`config.mk`:
```
export PLATFORM = sky130hd
export DESIGN_NAME = fwp_top
export DESIGN_NICKNAME = d
export VERILOG_FILES = /design/src/verilog/fwp_pkg.sv /design/src/verilog/fwp_link_if.sv /design/src/verilog/fwp_link_rx.sv /design/src/verilog/fwp_guard.sv /design/src/verilog/fwp_top.sv
export SDC_FILE = /design/constraint.sdc
export NUM_CORES = 1
export LEC_CHECK = 0
export ABC_AREA = 1
export BUFFER_PORTS_ARGS = -buffer_cell sky130_fd_sc_hd__buf_2
export CORE_UTILIZATION = 45
export CTS_BUF_LIST = sky130_fd_sc_hd__clkbuf_2
export DETAILED_ROUTE_END_ITERATION = 8
export SLEW_MARGIN = 25
export SYNTH_ARGS = -nofsm -noshare
export SYNTH_HDL_FRONTEND = slang
export SYNTH_HIERARCHICAL = 1
export SYNTH_SLANG_ARGS = --single-unit
```
`constraint.sdc`:
```
create_clock -name clk_i -period 5.4 [get_ports clk_i]
set_clock_uncertainty 0.2 [all_clocks]
set_input_delay 1.35 -clock clk_i [delete_from_list [all_inputs] [get_ports clk_i]]
set_output_delay 1.35 -clock clk_i [all_outputs]
set_load 0.01 [all_outputs]
```
`src/verilog/fwp_pkg.sv`:
```
/*
 feature_write_protection package: feature addresses, field positions, reset values,
 command codes and shared functions for the serial flash feature-register block.
 assumes: one 40 MHz system clock; the serial link is sampled, not clocked on.
*/
// Operation
// - lock settings holds guard(7), range code(6:3), bottom(2), hw select(1), persist(0).
// - all lock settings bits are volatile and host writable unless locked.
// - guard=1 with write-guard pin low refuses range code and bottom changes.
// - persistent lock=1 freezes range, bottom and hw select until power cycle.
// - hw select 0 is default; software mode, guard and pause pins are data.
// - hw select 1 is hardware mode; four-line data off, pins are control inputs.
// - software mode with all three bits 0: pin has no protection role.
// - software mode, guard 1, persist 0: pin low blocks, pin high allows changes.
// - software mode, persist 1, guard 0: settings locked until power cycle.
// - software mode, persist and guard 1: locked, settings fuse may be set.
// - hardware mode, persist 1, pin high: locked; fuse settable when guard 1.
// - hardware mode with pin low: every write blocked, everything read-only.
// - power cycle returns persistent lock and guard to 0.
// - registers sit at feature addresses a0h, b0h, c0h and d0h.
// - get-feature reads, set-feature writes; one address byte, one data byte.
// - after power-on all four range code bits are 1.
// - program or erase aimed at a protected block is ignored.
package fwp_pkg;
	// ----------------------------------------
	// command codes and feature addresses
	// ----------------------------------------
	localparam logic [7:0] OP_GET_FEATURE = 8'h0f;
	localparam logic [7:0] OP_SET_FEATURE = 8'h1f;
	localparam logic [7:0] OP_WRITE_ENABLE = 8'h06;
	localparam logic [7:0] OP_WRITE_DISABLE = 8'h04;
	localparam logic [7:0] ADDR_LOCK = 8'ha0;
	localparam logic [7:0] ADDR_CONFIG = 8'hb0;
	localparam logic [7:0] ADDR_STATUS = 8'hc0;
	localparam logic [7:0] ADDR_DRIVE = 8'hd0;
	// ----------------------------------------
	// field positions
	// ----------------------------------------
	localparam int LOCK_GUARD_BIT = 7;
	localparam int LOCK_RANGE_MSB = 6;
	localparam int LOCK_RANGE_LSB = 3;
	localparam int LOCK_BOTTOM_BIT = 2;
	localparam int LOCK_HWSEL_BIT = 1;
	localparam int LOCK_PERSIST_BIT = 0;
	localparam int CFG_FUSE_BIT = 5;
	// ----------------------------------------
	// reset values and write masks
	// ----------------------------------------
	localparam logic [7:0] LOCK_RESET = 8'h7c;
	localparam logic [7:0] CONFIG_RESET = 8'h10;
	localparam logic [7:0] DRIVE_RESET = 8'h00;
	localparam logic [7:0] CONFIG_WMASK = 8'hd1;
	localparam logic [7:0] DRIVE_WMASK = 8'h60;
	localparam logic [7:0] ALL_BITS = 8'hff;
	localparam logic [7:0] NO_BITS = 8'h00;
	// ----------------------------------------
	// array geometry
	// ----------------------------------------
	localparam int BLK_W = 11;
	localparam logic [11:0] BLK_COUNT = 12'h800;
	localparam logic [3:0] RANGE_LARGEST = 4'ha;
	// ----------------------------------------
	// link timing (bench figure only)
	// ----------------------------------------
	localparam int LINK_PERIOD_NS = 200;
	localparam int CLK_PERIOD_NS = 25;
	localparam int LINK_HALF_CYCLES = LINK_PERIOD_NS / (2 * CLK_PERIOD_NS);

	// masked update of a feature register
	function automatic logic [7:0] merge(input logic [7:0] old_v, input logic [7:0] new_v,
		input logic [7:0] mask);
		merge = (old_v & ~mask) | (new_v & mask);
	endfunction

	// block inside the range selected by code and bottom flag
	function automatic logic in_range(input logic [3:0] code, input logic bottom,
		input logic [BLK_W-1:0] blk);
		logic [11:0] size;
		size = 12'h001 << code;
		if (code == 4'h0) begin
			in_range = 1'b0;
		end else if (code > RANGE_LARGEST) begin
			in_range = 1'b1;
		end else if (bottom) begin
			in_range = {1'b0, blk} < size;
		end else begin
			in_range = {1'b0, blk} >= (BLK_COUNT - size);
		end
	endfunction
endpackage

```
`src/verilog/fwp_link_if.sv`:
```
/*
 fwp_link_if: sampled serial link events passed from the link front end to the core.
 assumes: all signals are on clk_i; front end has already synchronised the pins.
*/
`timescale 1ns/1ps
interface fwp_link_if;
	logic frame_active;
	logic sck_fall;
	logic byte_stb;
	logic [7:0] rx_byte;
	logic wp_level;
	modport front (output frame_active, output sck_fall, output byte_stb, output rx_byte,
		output wp_level);
	modport core (input frame_active, input sck_fall, input byte_stb, input rx_byte,
		input wp_level);
endinterface

```
`src/verilog/fwp_link_rx.sv`:
```
/*
 fwp_link_rx: synchronises the serial pins, finds clock edges and assembles bytes.
 assumes: link clock far slower than clk_i; select, clock, data and pause are pins.
*/
`timescale 1ns/1ps
module fwp_link_rx (
	input wire logic clk_i,
	input wire logic reset_i,
	input wire logic sck_i,
	input wire logic cs_n_i,
	input wire logic si_i,
	input wire logic wp_i,
	input wire logic hold_n_i,
	input wire logic pause_en_i,
	fwp_link_if.front link
);
	import fwp_pkg::*;

	// ----------------------------------------
	// two-flop synchronisers
	// ----------------------------------------
	logic [4:0] meta_q;
	logic [4:0] sync_q;
	logic sck_last_q;
	logic [2:0] bit_cnt_q;
	logic [7:0] shift_q;
	logic paused;
	logic rise;
	logic fall;

	always_ff @(posedge clk_i) begin
		if (reset_i) begin
			meta_q <= 5'h1c;
			sync_q <= 5'h1c;
			sck_last_q <= 1'b0;
		end else begin
			meta_q <= {hold_n_i, cs_n_i, wp_i, si_i, sck_i};
			sync_q <= meta_q;
			sck_last_q <= sync_q[0];
		end
	end

	// pause pin acts as control input only when pause_en_i (hardware mode) is set
	assign paused = pause_en_i & ~sync_q[4];
	assign rise = ~sync_q[3] & ~paused & sync_q[0] & ~sck_last_q;
	assign fall = ~sync_q[3] & ~paused & ~sync_q[0] & sck_last_q;

	// ----------------------------------------
	// byte assembly
	// ----------------------------------------
	always_ff @(posedge clk_i) begin
		if (reset_i || sync_q[3]) begin
			bit_cnt_q <= 3'h0;
			shift_q <= 8'h00;
		end else if (rise) begin
			bit_cnt_q <= bit_cnt_q + 3'h1;
			shift_q <= {shift_q[6:0], sync_q[1]};
		end
	end

	always_ff @(posedge clk_i) begin
		if (reset_i) begin
			link.byte_stb <= 1'b0;
			link.rx_byte <= 8'h00;
			link.sck_fall <= 1'b0;
			link.frame_active <= 1'b0;
			link.wp_level <= 1'b1;
		end else begin
			link.byte_stb <= rise & (bit_cnt_q == 3'h7);
			link.rx_byte <= {shift_q[6:0], sync_q[1]};
			link.sck_fall <= fall;
			link.frame_active <= ~sync_q[3];
			link.wp_level <= sync_q[2];
		end
	end
endmodule // fwp_link_rx

```
`src/verilog/fwp_guard.sv`:
```
/*
 fwp_guard: decides which feature bits a set-feature may change right now.
 assumes: inputs come from registers on the same clock; purely combinational.
*/
`timescale 1ns/1ps
module fwp_guard (
	input wire logic [7:0] lock_i,
	input wire logic fuse_i,
	input wire logic wp_level_i,
	output logic [7:0] lock_mask_o,
	output logic [7:0] config_mask_o,
	output logic [7:0] drive_mask_o,
	output logic fuse_ok_o,
	output logic hw_block_o
);
	import fwp_pkg::*;

	logic guard;
	logic hw_sel;
	logic persist;

	assign guard = lock_i[LOCK_GUARD_BIT];
	assign hw_sel = lock_i[LOCK_HWSEL_BIT];
	assign persist = lock_i[LOCK_PERSIST_BIT];
	assign hw_block_o = hw_sel & ~wp_level_i;

	always_comb begin
		lock_mask_o = ALL_BITS;
		config_mask_o = CONFIG_WMASK;
		drive_mask_o = DRIVE_WMASK;
		if (hw_block_o) begin
			lock_mask_o = NO_BITS;
			config_mask_o = NO_BITS;
			drive_mask_o = NO_BITS;
		end else if (persist || fuse_i) begin
			lock_mask_o = NO_BITS;
		end else if (guard && !wp_level_i) begin
			lock_mask_o = NO_BITS;
		end
		// no guard in software mode, pin plays no part
	end

	assign fuse_ok_o = persist & guard & ~hw_block_o;
endmodule // fwp_guard

```
`src/verilog/fwp_top.sv`:
```
/*
 fwp_top: feature-register map and write protection of a serial flash device.
 holds the four feature registers, runs get/set feature over the serial link and
 screens program/erase requests against the protected block range.
 assumes: reset_i is the power-on reset; program/erase requests come from logic on clk_i.
*/
`timescale 1ns/1ps
module fwp_top (
	input wire logic clk_i,
	input wire logic reset_i,
	input wire logic sck_i,
	input wire logic cs_n_i,
	input wire logic si_i,
	input wire logic wp_i,
	input wire logic hold_n_i,
	output logic so_o,
	output logic so_oe_o,
	output logic quad_enable_o,
	output logic write_block_o,
	input wire logic busy_i,
	input wire logic [2:0] ecc_state_i,
	input wire logic pe_req_i,
	input wire logic pe_is_erase_i,
	input wire logic [fwp_pkg::BLK_W-1:0] pe_block_i,
	output logic pe_grant_o,
	output logic pe_refuse_o
);
	import fwp_pkg::*;

	// ----------------------------------------
	// declarations
	// ----------------------------------------
	typedef enum logic [3:0] {
		ST_IDLE = 4'b0001,
		ST_ADDR = 4'b0010,
		ST_DATA = 4'b0100,
		ST_SKIP = 4'b1000
	} fwp_state_t;

	fwp_link_if link ();

	fwp_state_t state_q;
	fwp_state_t state_d;
	logic is_get_q;
	logic [7:0] addr_q;
	logic [7:0] tx_q;
	logic [7:0] lock_q;
	logic [7:0] config_q;
	logic [7:0] drive_q;
	logic wel_q;
	logic prog_fail_q;
	logic erase_fail_q;
	logic [7:0] lock_mask;
	logic [7:0] config_mask;
	logic [7:0] drive_mask;
	logic fuse_ok;
	logic hw_block;
	logic [7:0] read_value;
	logic [7:0] status_value;
	logic set_done;
	logic pe_protected;

	// ----------------------------------------
	// link front end and guard
	// ----------------------------------------
	fwp_link_rx u_rx (
		.clk_i(clk_i),
		.reset_i(reset_i),
		.sck_i(sck_i),
		.cs_n_i(cs_n_i),
		.si_i(si_i),
		.wp_i(wp_i),
		.hold_n_i(hold_n_i),
		.pause_en_i(lock_q[LOCK_HWSEL_BIT]),
		.link(link.front)
	);

	fwp_guard u_guard (
		.lock_i(lock_q),
		.fuse_i(config_q[CFG_FUSE_BIT]),
		.wp_level_i(link.wp_level),
		.lock_mask_o(lock_mask),
		.config_mask_o(config_mask),
		.drive_mask_o(drive_mask),
		.fuse_ok_o(fuse_ok),
		.hw_block_o(hw_block)
	);

	// ----------------------------------------
	// command sequencer
	// ----------------------------------------
	always_comb begin
		state_d = state_q;
		case (state_q)
			ST_IDLE: begin
				if (link.byte_stb) begin
					// get and set take an address
					if (link.rx_byte == OP_GET_FEATURE || link.rx_byte == OP_SET_FEATURE) begin
						state_d = ST_ADDR;
					end else begin
						state_d = ST_SKIP;
					end
				end
			end
			ST_ADDR: begin
				if (link.byte_stb) begin
					state_d = ST_DATA;
				end
			end
			ST_DATA: begin
				if (link.byte_stb) begin
					state_d = ST_SKIP;
				end
			end
			ST_SKIP: begin
				state_d = ST_SKIP;
			end
			default: begin
				state_d = ST_IDLE;
			end
		endcase
		if (!link.frame_active) begin
			state_d = ST_IDLE;
		end
	end

	always_ff @(posedge clk_i) begin
		if (reset_i) begin
			state_q <= ST_IDLE;
		end else begin
			state_q <= state_d;
		end
	end

	always_ff @(posedge clk_i) begin
		if (reset_i) begin
			is_get_q <= 1'b0;
			addr_q <= 8'h00;
		end else if (link.byte_stb && state_q == ST_IDLE) begin
			is_get_q <= (link.rx_byte == OP_GET_FEATURE);
		end else if (link.byte_stb && state_q == ST_ADDR) begin
			addr_q <= link.rx_byte;
		end
	end

	assign set_done = link.byte_stb & (state_q == ST_DATA) & ~is_get_q;

	// ----------------------------------------
	// feature register read mux
	// ----------------------------------------
	assign status_value = {1'b0, ecc_state_i, prog_fail_q, erase_fail_q, wel_q, busy_i};

	always_comb begin
		case (link.rx_byte)
			ADDR_LOCK: read_value = lock_q;
			ADDR_CONFIG: read_value = config_q;
			ADDR_STATUS: read_value = status_value;
			ADDR_DRIVE: read_value = drive_q;
			default: read_value = 8'h00;
		endcase
	end

	// ----------------------------------------
	// serial output
	// ----------------------------------------
	always_ff @(posedge clk_i) begin
		if (reset_i) begin
			tx_q <= 8'h00;
			so_o <= 1'b0;
		end else if (link.byte_stb && state_q == ST_ADDR && is_get_q) begin
			tx_q <= read_value;
		end else if (link.sck_fall && state_q == ST_DATA && is_get_q) begin
			so_o <= tx_q[7];
			tx_q <= {tx_q[6:0], 1'b0};
		end
	end

	always_ff @(posedge clk_i) begin
		if (reset_i) begin
			so_oe_o <= 1'b0;
		end else begin
			so_oe_o <= (state_d == ST_DATA) & is_get_q;
		end
	end

	// ----------------------------------------
	// block lock settings
	// ----------------------------------------
	always_ff @(posedge clk_i) begin
		if (reset_i) begin
			lock_q <= LOCK_RESET;
		end else if (set_done && addr_q == ADDR_LOCK) begin
			lock_q <= merge(lock_q, link.rx_byte, lock_mask);
		end
	end

	// ----------------------------------------
	// device configuration
	// ----------------------------------------
	always_ff @(posedge clk_i) begin
		if (reset_i) begin
			config_q <= CONFIG_RESET;
		end else if (set_done && addr_q == ADDR_CONFIG) begin
			config_q <= merge(config_q, link.rx_byte, config_mask);
			config_q[CFG_FUSE_BIT] <= config_q[CFG_FUSE_BIT] |
				(link.rx_byte[CFG_FUSE_BIT] & fuse_ok);
		end
	end

	// ----------------------------------------
	// output drive strength
	// ----------------------------------------
	always_ff @(posedge clk_i) begin
		if (reset_i) begin
			drive_q <= DRIVE_RESET;
		end else if (set_done && addr_q == ADDR_DRIVE) begin
			drive_q <= merge(drive_q, link.rx_byte, drive_mask);
		end
	end

	// ----------------------------------------
	// write latch flag
	// ----------------------------------------
	always_ff @(posedge clk_i) begin
		if (reset_i) begin
			wel_q <= 1'b0;
		end else if (link.byte_stb && state_q == ST_IDLE) begin
			if (link.rx_byte == OP_WRITE_ENABLE) begin
				wel_q <= 1'b1;
			end else if (link.rx_byte == OP_WRITE_DISABLE) begin
				wel_q <= 1'b0;
			end
		end
	end

	// ----------------------------------------
	// program / erase screening
	// ----------------------------------------
	// protected range lookup
	assign pe_protected = hw_block |
		in_range(lock_q[LOCK_RANGE_MSB:LOCK_RANGE_LSB], lock_q[LOCK_BOTTOM_BIT], pe_block_i);

	always_ff @(posedge clk_i) begin
		if (reset_i) begin
			pe_grant_o <= 1'b0;
			pe_refuse_o <= 1'b0;
		end else begin
			pe_grant_o <= pe_req_i & ~pe_protected;
			pe_refuse_o <= pe_req_i & pe_protected;
		end
	end

	always_ff @(posedge clk_i) begin
		if (reset_i) begin
			prog_fail_q <= 1'b0;
			erase_fail_q <= 1'b0;
		end else if (pe_req_i) begin
			prog_fail_q <= pe_protected & ~pe_is_erase_i;
			erase_fail_q <= pe_protected & pe_is_erase_i;
		end
	end

	// ----------------------------------------
	// mode outputs
	// ----------------------------------------
	always_ff @(posedge clk_i) begin
		if (reset_i) begin
			quad_enable_o <= 1'b1;
			write_block_o <= 1'b0;
		end else begin
			quad_enable_o <= ~lock_q[LOCK_HWSEL_BIT];
			write_block_o <= hw_block;
		end
	end
endmodule // fwp_top

```
[Yosys cells after proc, flatten, opt, wreduce, memory -nomap -nowiden]
Cells that the tools add are included.
Storage, ports and cells
  output and inout port bits: 6
  logic and storage cells: 132
  flip-flop bits (word level): 87
  input port bits: 24
Operators by class
  reductions and logical operators: 19
  equality and inequality tests: 17
  $add $sub $neg: 2
  multiplexer cells: 19
  bitwise gates (word level): 45
  magnitude comparators: 3
  shifts and indexed selects: 1
Operators by type and width (number)
  $eq A8 B8 Y1 const B: 7
  $and A8 B8 Y8: 6
  $mux W8: 6
  $pmux W8 S4: 1
  $not A8 Y8: 3
  $or A8 B8 Y8: 3
  $mux W4: 5
  $and A1 B1 Y1: 18
  $eq A8 B3 Y1 const B: 2
  $pmux W4 S4: 1
  $not A1 Y1: 13
  $ge A11 B12 Y1: 1
  $lt A11 B12 Y1: 1
  $shl A1 B4 Y12 const A: 1
  $sub A12 B12 Y12 const A: 1
  $logic_and A1 B1 Y1: 9
  $eq A4 B3 Y1 const B: 2
  $eq A8 B4 Y1 const B: 1
  $eq A8 B5 Y1 const B: 1
  $mux W7: 1
  $reduce_and A2 Y1: 3
  $mux W1: 5
  $eq A4 B1 Y1 const B: 1
  $eq A4 B2 Y1 const B: 1
  9 further kinds: 13

[Logic depth before layout (Yosys ltp)]
Gate-level depths: netlist of the first run.
  depth after elaboration: 9
  depth in mapped cells: 21
  depth with buffers taken out: 21

[Cells and area by module]
The synthesis of the first run kept the hierarchy.
Modules (own cells, without submodules)
  fwp_top: seq. area each 1081.0 um^2, instances 1, area each 3274.4 um^2, cells an instance 490
  fwp_link_rx: seq. area each 660.6 um^2, instances 1, area each 1108.6 um^2, cells an instance 129
  fwp_guard: seq. area each 0.0 um^2, instances 1, area each 229.0 um^2, cells an instance 33

[Worst setup path before layout of the first run]
OpenSTA, ideal clock, no wires.
  path kind: register to register
  from: register with a tool-made name
  to: register erase_fail_q
  required time: 5.087 ns
  data arrival time: 2.413 ns
  stages on the path, launching flop included: 21
  library setup time: 0.113 ns
  buffers on the path: 0
  slack: 2.674 ns
  clock period less this slack: 2.726 ns
  cell sequence: dfxtp_1 > nor2_1 > inv_1 > nor2_1 > inv_1 > ha_1 > o21ai_1 > nor3_1 > nand3_1 > o21ai_1 > ha_1 > a21oi_1 > nand2_1 > nand2_1 > nand4_1 > nand2_1 > nand2_1 > nand2_1 > nand2_1 > nand3_1 > nand2_1
RTL lines
  end signal, assigned: line fwp_top.sv:259  | erase_fail_q <= pe_protected & pe_is_erase_i;
  end, declared: line fwp_top.sv:52  | logic erase_fail_q;

==> results of run 1 <==
-- metrics by stage --
step	std cells	worst slack, ns
CTS	801	2.24
floorplan	659	2.67
finish	801	2.22
global placement	785	2.01
global route	801	1.78
detailed placement	785	1.98
-- power by group through the flow --
stage,Combinational [µW],Clock [µW],Sequential (µW)
final,56.6,380,652
after global routing,66.6,416,653
after CTS,56.9,388,652
after detailed placement,56.6,0,664
after global placement,54.7,0,664
after floorplan,42.9,0,663
-- metal layers --
metal | track usage | part of all wire | vias to the layer above
li1 | - | - | 2079
met1 | 0.276 | 0.49 | 1740
met2 | 0.329 | 0.44 | 80
met3 | 0.0569 | 0.060 | 4
met4 | 0.0509 | 0.0036 | 0
met5 | 0 | 0 | -
-- critical path, delay by kind of cell, from the launching register on --
family                     cells  cell delay (ns)
AOI/OAI and AO/OA              3             0.51
adders and majority gates      2             0.53
DFF                            1             0.44
buffers and inverters          2             0.18
and+or+nand+nor               13             1.26
-- final timing paths --
kind	start	to	slack (ns)	cells past startpoint
min	u_rx/meta_q[1]	u_rx/sync_q[1]	0.23	2
max	flip-flop	prog_fail_q	2.22	20
min reg2reg	u_rx/meta_q[1]	u_rx/sync_q[1]	0.23	2
max reg2reg	flip-flop	prog_fail_q	2.22	20
-- layout by cell type, fill, tap and decap left out, types with 18 or more instances in the layout --
cell type,n
buf_2,29
dfxtp_1,87
nand4_1,18
o21ai_0,27
ha_1,24
nand2_1,122
nor2_1,99
a21oi_1,30
nand3_1,28
inv_1,97
-- cell type report --
class | instances | area share
clock buffers | 11 | 0.0113
clock inverters | 5 | 0.0168
inverters | 106 | 0.0820
multi-input cells | 430 | 0.467
flip-flops and latches | 87 | 0.359
well taps | 133 | 0.0343
repair buffers | 29 | 0.0299
==> impl_metrics.json, run 1 <==
{
  "outcome": "finished, final reports clean",
  "peakVddDrop_mv": 0.126,
  "endpoint_kind": "flip-flop",
  "first_pass_iters": 5,
  "worstPathArrival_ns": 3.45,
  "switching_share": 0.238,
  "antenna_found_initial": 0,
  "initial_core_util": 0.467,
  "clk_path_buf_depth": 2,
  "numPortBuffers": 29,
  "holdWs_ns": 0.225,
  "post_drt_wl_per_cell_um": 12.6,
  "maxSlewViolCount": 0,
  "cp.required_ns": 5.67,
  "dieArea_mm2": 0.0106,
  "vias_per_cell": 4.87,
  "worst_pin_slew_ns": 1.00,
  "powerDensity_mw_per_mm2": 224,
  "grt_max_degree": 53,
  "rows": 36,
  "drc_errors": 0,
  "postCtsSetupBuffers": 0,
  "hold_buffers": 0,
  "multi_input_area_mm2": 0.00226,
  "drtAntennaViolNets": 0,
  "seqPwrFrac": 0.599,
  "cts.clk_slew.worst_paths_ns": 0.23,
  "cp_cell_sequence": "nor2_1, inv_1, nor2_1, inv_1, ha_1, o21ai_1, nor3_1, nand3_1, o21ai_1, ha_1, a21oi_1, nand2_1, nand2_1, nand4_1, nand2_1, nand2_1, nand2_1, nand2_1, nand3_1, nand2_1",
  "fin_crit_sh": 0.589,
  "totalPowerFinal_uw": 1090,
  "avgSynthCellArea_um2": 7.07,
  "period_minus_slack_ns": 3.18,
  "clockPowerShare": 0.349,
  "h-tree-depth": 3,
  "crit_path_start_kind": "flip-flop",
  "fmaxAchievable_mhz": 315,
  "relSlewSlack": 0.333,
  "path_class": "flip-flop to flip-flop",
  "area_growth_pct": 5.35,
  "clock_latency_ns": 0.53,
  "fin_area_mm2": 0.00485,
  "coreArea_mm2": 0.00986,
  "chipWidth_um": 103,
  "root_buffer": "clkbuf_2",
  "drv_cap": 0,
  "drtIter0Drc": 199,
  "p_comb_frac": 0.052,
  "grt-ovfl-total": 0,
  "fillCellCount": 1013,
  "grt_pass1_wl_mm": 16.8,
  "cts_tree": "built",
  "power.net_switching_uw": 259,
  "slowest_delay_ns": 0.44,
  "dp_hpwl_mm": 7.39,
  "gp_congestion": 0.825,
  "tns_ns": 0,
  "numCtsBuffers": 9,
  "p_leak_uw": 0.00211,
  "setup_viol": 0,
  "clock-sinks": 87,
  "grt_pass1_vias": 3621,
  "rsz0062_at_grt": "no",
  "netlist_area_mm2": 0.00460,
  "internal-power_uw": 829,
  "ios": 30,
  "cts-resized-gates": 0,
  "crit_slowest_cell": "dfxtp_1",
  "seq_area_mm2": 0.00174,
  "drive_above_1_share": 0.123,
  "grt.total_usage": 0.206,
  "nets": 711,
  "hold_viol_final": 0,
  "final_core_util": 0.492,
  "postSynthCellCount": 651,
  "worstHoldPathType": "flip-flop to flip-flop",
  "die_h_um": 103,
  "cp_common_cell": "nand2_1",
  "ys_warn_count": 6,
  "via_count": 3903,
  "diodes": 0,
  "place_area_mm2": 0.00471,
  "crit_fanout": 8,
  "routed_wl_mm": 10.1
}
(Power assumes the default switching activity.)
==> run 2: changes to the inputs <==
Settings changed: ABC_AREA 1 to 0.
Clock period 5.4 ns to 3.1 ns, I/O delays scaled along.
==> run 2 against run 1 <==
  * First-iteration DRC count shrank 44%
  * Cell count shrank 16%
  * Sequential power grew 75%
  * Critical path type unchanged
  * Highest routed layer unchanged
==> impl_metrics.json, run 2 <==
{
  "crit_fanout": 4,
  "vias_per_cell": 5.29,
  "rows": 36,
  "drv_cap": 0,
  "hp-start": "hold_n_i",
  "fmaxAchievable_mhz": 346,
  "use_met1": 0.243,
  "ios": 30,
  "dieArea_mm2": 0.0105,
  "maxSlewViolCount": 0,
  "period_minus_slack_ns": 2.89,
  "first_pass_iters": 4,
  "clock-sinks": 87,
  "worstHoldPathType": "input pin to flip-flop",
  "path_class": "flip-flop to flip-flop",
  "numCtsBuffers": 9,
  "p_leak_uw": 0.00197,
  "cp.required_ns": 3.38,
  "cts_tree": "built",
  "via_count": 3555,
  "grt_use_met2": 0.350,
  "ys_warn_count": 6,
  "hold_viol_final": 0,
  "cts-resized-gates": 0,
  "setup_viol": 0,
  "crit_path_start_kind": "flip-flop",
  "grt.met3_usage": 0.0353,
  "clk_path_buf_depth": 2,
  "fillCellCount": 982,
  "reg2reg_slack_ns": 0.21,
  "postCtsSetupBuffers": 0,
  "place_area_mm2": 0.00473,
  "final_cells": 672,
  "peakVddDrop_mv": 0.259,
  "initial_core_util": 0.466,
  "powerDensity_mw_per_mm2": 391,
  "grt_max_degree": 50,
  "area_growth_pct": 7.22,
  "fin_crit_sh": 0.931,
  "netlist_area_mm2": 0.00456,
  "outcome": "finished, final reports clean",
  "worst_pin_slew_ns": 0.714,
  "h-tree-depth": 3,
  "rsz0062_at_grt": "no",
  "cts.clk_slew.worst_paths_ns": 0.25,
  "diodes": 0,
  "drtIter0Drc": 112,
  "avgSynthCellArea_um2": 8.68,
  "nets": 582,
  "dp_hpwl_mm": 7.10,
  "relSlewSlack": 0.523,
  "layout_common_cells": "dfxtp_1 (85), nor2_1 (68), nand2_1 (61), mux2i_1 (34), buf_2 (29)",
  "drc_errors": 0,
  "root_buffer": "clkbuf_2",
  "tns_ns": 0,
  "worstPathArrival_ns": 3.17,
  "endpoint_kind": "flip-flop",
  "grt-ovfl-total": 0,
  "die_h_um": 103,
  "fin_area_mm2": 0.00489,
  "antenna_found_initial": 0,
  "drtAntennaViolNets": 0,
  "gp_congestion": 0.848,
  "clock_latency_ns": 0.54,
  "layout_commonest_cell": "dfxtp_1",
  "grt_pass1_vias": 3452,
  "hold_buffers": 0,
  "drive_above_1_share": 0.165,
  "grt.total_usage": 0.197,
  "dp_cells": 656,
  "numPortBuffers": 29,
  "busiest_layer": "met2",
  "postSynthCellCount": 525,
  "chipWidth_um": 103,
  "routed_wl_mm": 9.75,
  "grt_pass1_wl_mm": 16.1,
  "post_drt_wl_per_cell_um": 14.5,
  "coreArea_mm2": 0.00977
}
run 2: critical path, cell delays in order (launching register included):
cell and delay, ns:
dfxtp_2 0.39, nor2b_4 0.15, nand2_1 0.09, ha_2 0.22, a21o_1 0.17, a22o_1 0.17
nand2_1 0.06, o21ai_0 0.08, ha_1 0.29, a21oi_1 0.13, a21oi_1 0.05, or4_4 0.54
a21boi_2 0.17, and3b_1 0.16
run 2: final timing paths:
kind	cells after the start	end
hold / removal	2	u_rx/meta_q[4]
setup reg to reg	13	pe_grant_o
setup / recovery	13	pe_grant_o
hold reg to reg	1	u_rx/sync_q[1]
run 2: metal layers:
metal,part of all wire,wire length [µm],vias to the layer above
met1,0.47,4540,1665
met5,0,0,-
met3,0.030,288,11
met4,0.011,106,0
li1,-,-,1834
met2,0.49,4810,45
run 2: final cells by class:
type,count,area (µm²),share of cell area
tap,133,166,0.0340
inverter,9,33.8,0.00691
sequential,87,1750,0.357
timing repair buffer,41,248,0.0507
clock buffer,10,50.0,0.0102
multi-input combinational,386,2550,0.521
clock inverter,6,97.6,0.0200
run 2: stage by stage:
stage	power (µW)	util	setup WS [ns]	hold WS, ns
after CTS	1940	0.499	0.0840	0.122
after global placement	1240	0.483	0.181	0.190
after detailed placement	1240	0.483	0.114	0.192
final	1910	0.500	0.212	0.193
after floorplan	1220	-	0.00127	0.189
after global routing	2000	0.500	0.0357	0.125
run 2: where the power goes:
part	leakage (µW)	internal [µW]	switching, µW
Clock	0.0000890	284	406
Combinational	0.00117	37.9	48.5
Sequential	0.000704	1130	5.45
Total	0.00197	1450	459
==> run 3: changes to the inputs <==
--- a/config.mk
+++ b/config.mk
@@ -12,3 +12,4 @@
 export DETAILED_ROUTE_END_ITERATION = 8
-export SLEW_MARGIN = 25
+export RECOVER_POWER = 25
+export SLEW_MARGIN = 0
 export SYNTH_ARGS = -nofsm -noshare
--- a/constraint.sdc
+++ b/constraint.sdc
@@ -4,2 +4,2 @@
 set_output_delay 0.775 -clock clk_i [all_outputs]
-set_load 0.01 [all_outputs]
+set_load 0.02 [all_outputs]
==> run 3 against run 2 <==
  * Utilization decreased by 0.20 points
  * Cell count is the same
  * Sequential power about the same
  * Highest routed layer unchanged
==> impl_metrics.json, run 3 (same netlist as run 2, synthesis figures left out) <==
{
  "worstHoldPathType": "input pin to flip-flop",
  "gp_congestion": 0.848,
  "crit_fanout": 4,
  "relSlewSlack": 0.243,
  "nets": 582,
  "clock_latency_ns": 0.55,
  "met3RoutedLength_um": 338,
  "drc_errors": 0,
  "hold_viol_final": 0,
  "root_buffer": "clkbuf_2",
  "final_core_util": 0.498,
  "worst_pin_slew_ns": 1.14,
  "coreArea_mm2": 0.00977,
  "endpoint_kind": "flip-flop",
  "worstPathArrival_ns": 3.18,
  "ios": 30,
  "grt_pass1_wl_mm": 16.1,
  "grt-ovfl-total": 0,
  "vias_per_cell": 5.35,
  "numPortBuffers": 29,
  "routed_wl_mm": 9.77,
  "highest_layer": "met4",
  "drive_above_1_share": 0.161,
  "dieArea_mm2": 0.0105,
  "h-tree-depth": 3,
  "cp.required_ns": 3.39,
  "grt_pass1_vias": 3452,
  "rsz0062_at_grt": "no",
  "wl_met1_mm": 4.51,
  "clk_path_buf_depth": 2,
  "outcome": "finished, final reports clean",
  "p_leak_uw": 0.00195,
  "chipWidth_um": 103,
  "fin_crit_sh": 0.933,
  "maxSlewViolCount": 0,
  "first_pass_iters": 4,
  "cts.clk_slew.worst_paths_ns": 0.25,
  "fillCellCount": 987,
  "holdWs_ns": 0.189,
  "antenna_found_initial": 0,
  "hp-start": "hold_n_i",
  "dp_cells": 656,
  "wl_met2_mm": 4.77,
  "post_drt_wl_per_cell_um": 14.5,
  "rows": 36,
  "final_cells": 672,
  "path_class": "flip-flop to flip-flop",
  "diodes": 0,
  "fmaxAchievable_mhz": 346,
  "cts_tree": "built",
  "dp_hpwl_mm": 7.10,
  "powerDensity_mw_per_mm2": 393,
  "via_count": 3595,
  "layout_common_cells": "dfxtp_1 (85), nor2_1 (68), nand2_1 (61), mux2i_1 (34), buf_2 (28)",
  "die_h_um": 103,
  "postCtsSetupBuffers": 0,
  "crit_path_start_kind": "flip-flop",
  "setup_viol": 0,
  "tns_ns": 0,
  "initial_core_util": 0.466,
  "numCtsBuffers": 9,
  "peakVddDrop_mv": 0.260,
  "grt_max_degree": 50,
  "drtIter0Drc": 112,
  "drv_cap": 0,
  "layout_commonest_cell": "dfxtp_1",
  "drtAntennaViolNets": 0,
  "period_minus_slack_ns": 2.89,
  "grt.total_usage": 0.197,
  "area_growth_pct": 6.78,
  "clock-sinks": 87
}
-- run 3: cell types whose count changed in the layout (fill, tap and decap cells not counted), sizes merged --
cell    previous run  this run
buf               41        38
clkbuf            10        13
-- run 3: layer usage --
metal / track usage / vias to the layer above
met5: 0 / -
met4: 0.0571 / 0
met3: 0.0353 / 18
met2: 0.350 / 70
met1: 0.243 / 1673
li1: - / 1834
-- run 3: final timing paths --
| path | to | slack [ns] | cells past startpoint |
|---|---|---|---|
| max reg2reg | pe_grant_o | 0.21 | 13 |
| min | u_rx/meta_q[4] | 0.19 | 2 |
| max | pe_grant_o | 0.21 | 13 |
| min reg2reg | u_rx/sync_q[1] | 0.24 | 1 |
-- run 3: through the flow --
step	total power, µW	worst slack, ns	area (µm²)
after floorplan	1220	0.00127	4620
after global placement	1240	0.181	4730
after detailed placement	1250	0.114	4730
after CTS	1940	0.0840	4870
after global routing	1990	0.0305	4870
final	1910	0.208	4870
-- run 3: power by group --
group | internal, µW | switching (µW)
logic | 35.4 | 48.5
clock network | 284 | 408
registers | 1130 | 5.42
-- run 3: final cells by class --
type,count,area (µm²),share of cell area
sequential,87,1750,0.359
tap,133,166,0.0342
clock buffer,10,50.0,0.0103
inverter,9,33.8,0.00694
clock inverter,6,97.6,0.0200
multi-input combinational,386,2550,0.523
timing repair buffer,41,228,0.0468
-- run 3: worst max-delay path, stage by stage (launching register included) --
cell      delay [ns]
dfxtp_2         0.39
nor2b_4         0.15
nand2_1         0.09
ha_2            0.22
a21o_1          0.17
a22o_1          0.17
nand2_1         0.06
o21ai_0         0.08
ha_1            0.29
a21oi_1         0.13
a21oi_1         0.05
or4_4           0.54
a21boi_2        0.17
and3b_1         0.16
-- run 3: what timing repair did --
| item | in CTS | in global routing |
|---|---|---|
| gates resized for setup | 0 | 6 |
| hold buffers | 0 | 0 |
| setup endpoints to repair | 0 | 4 |
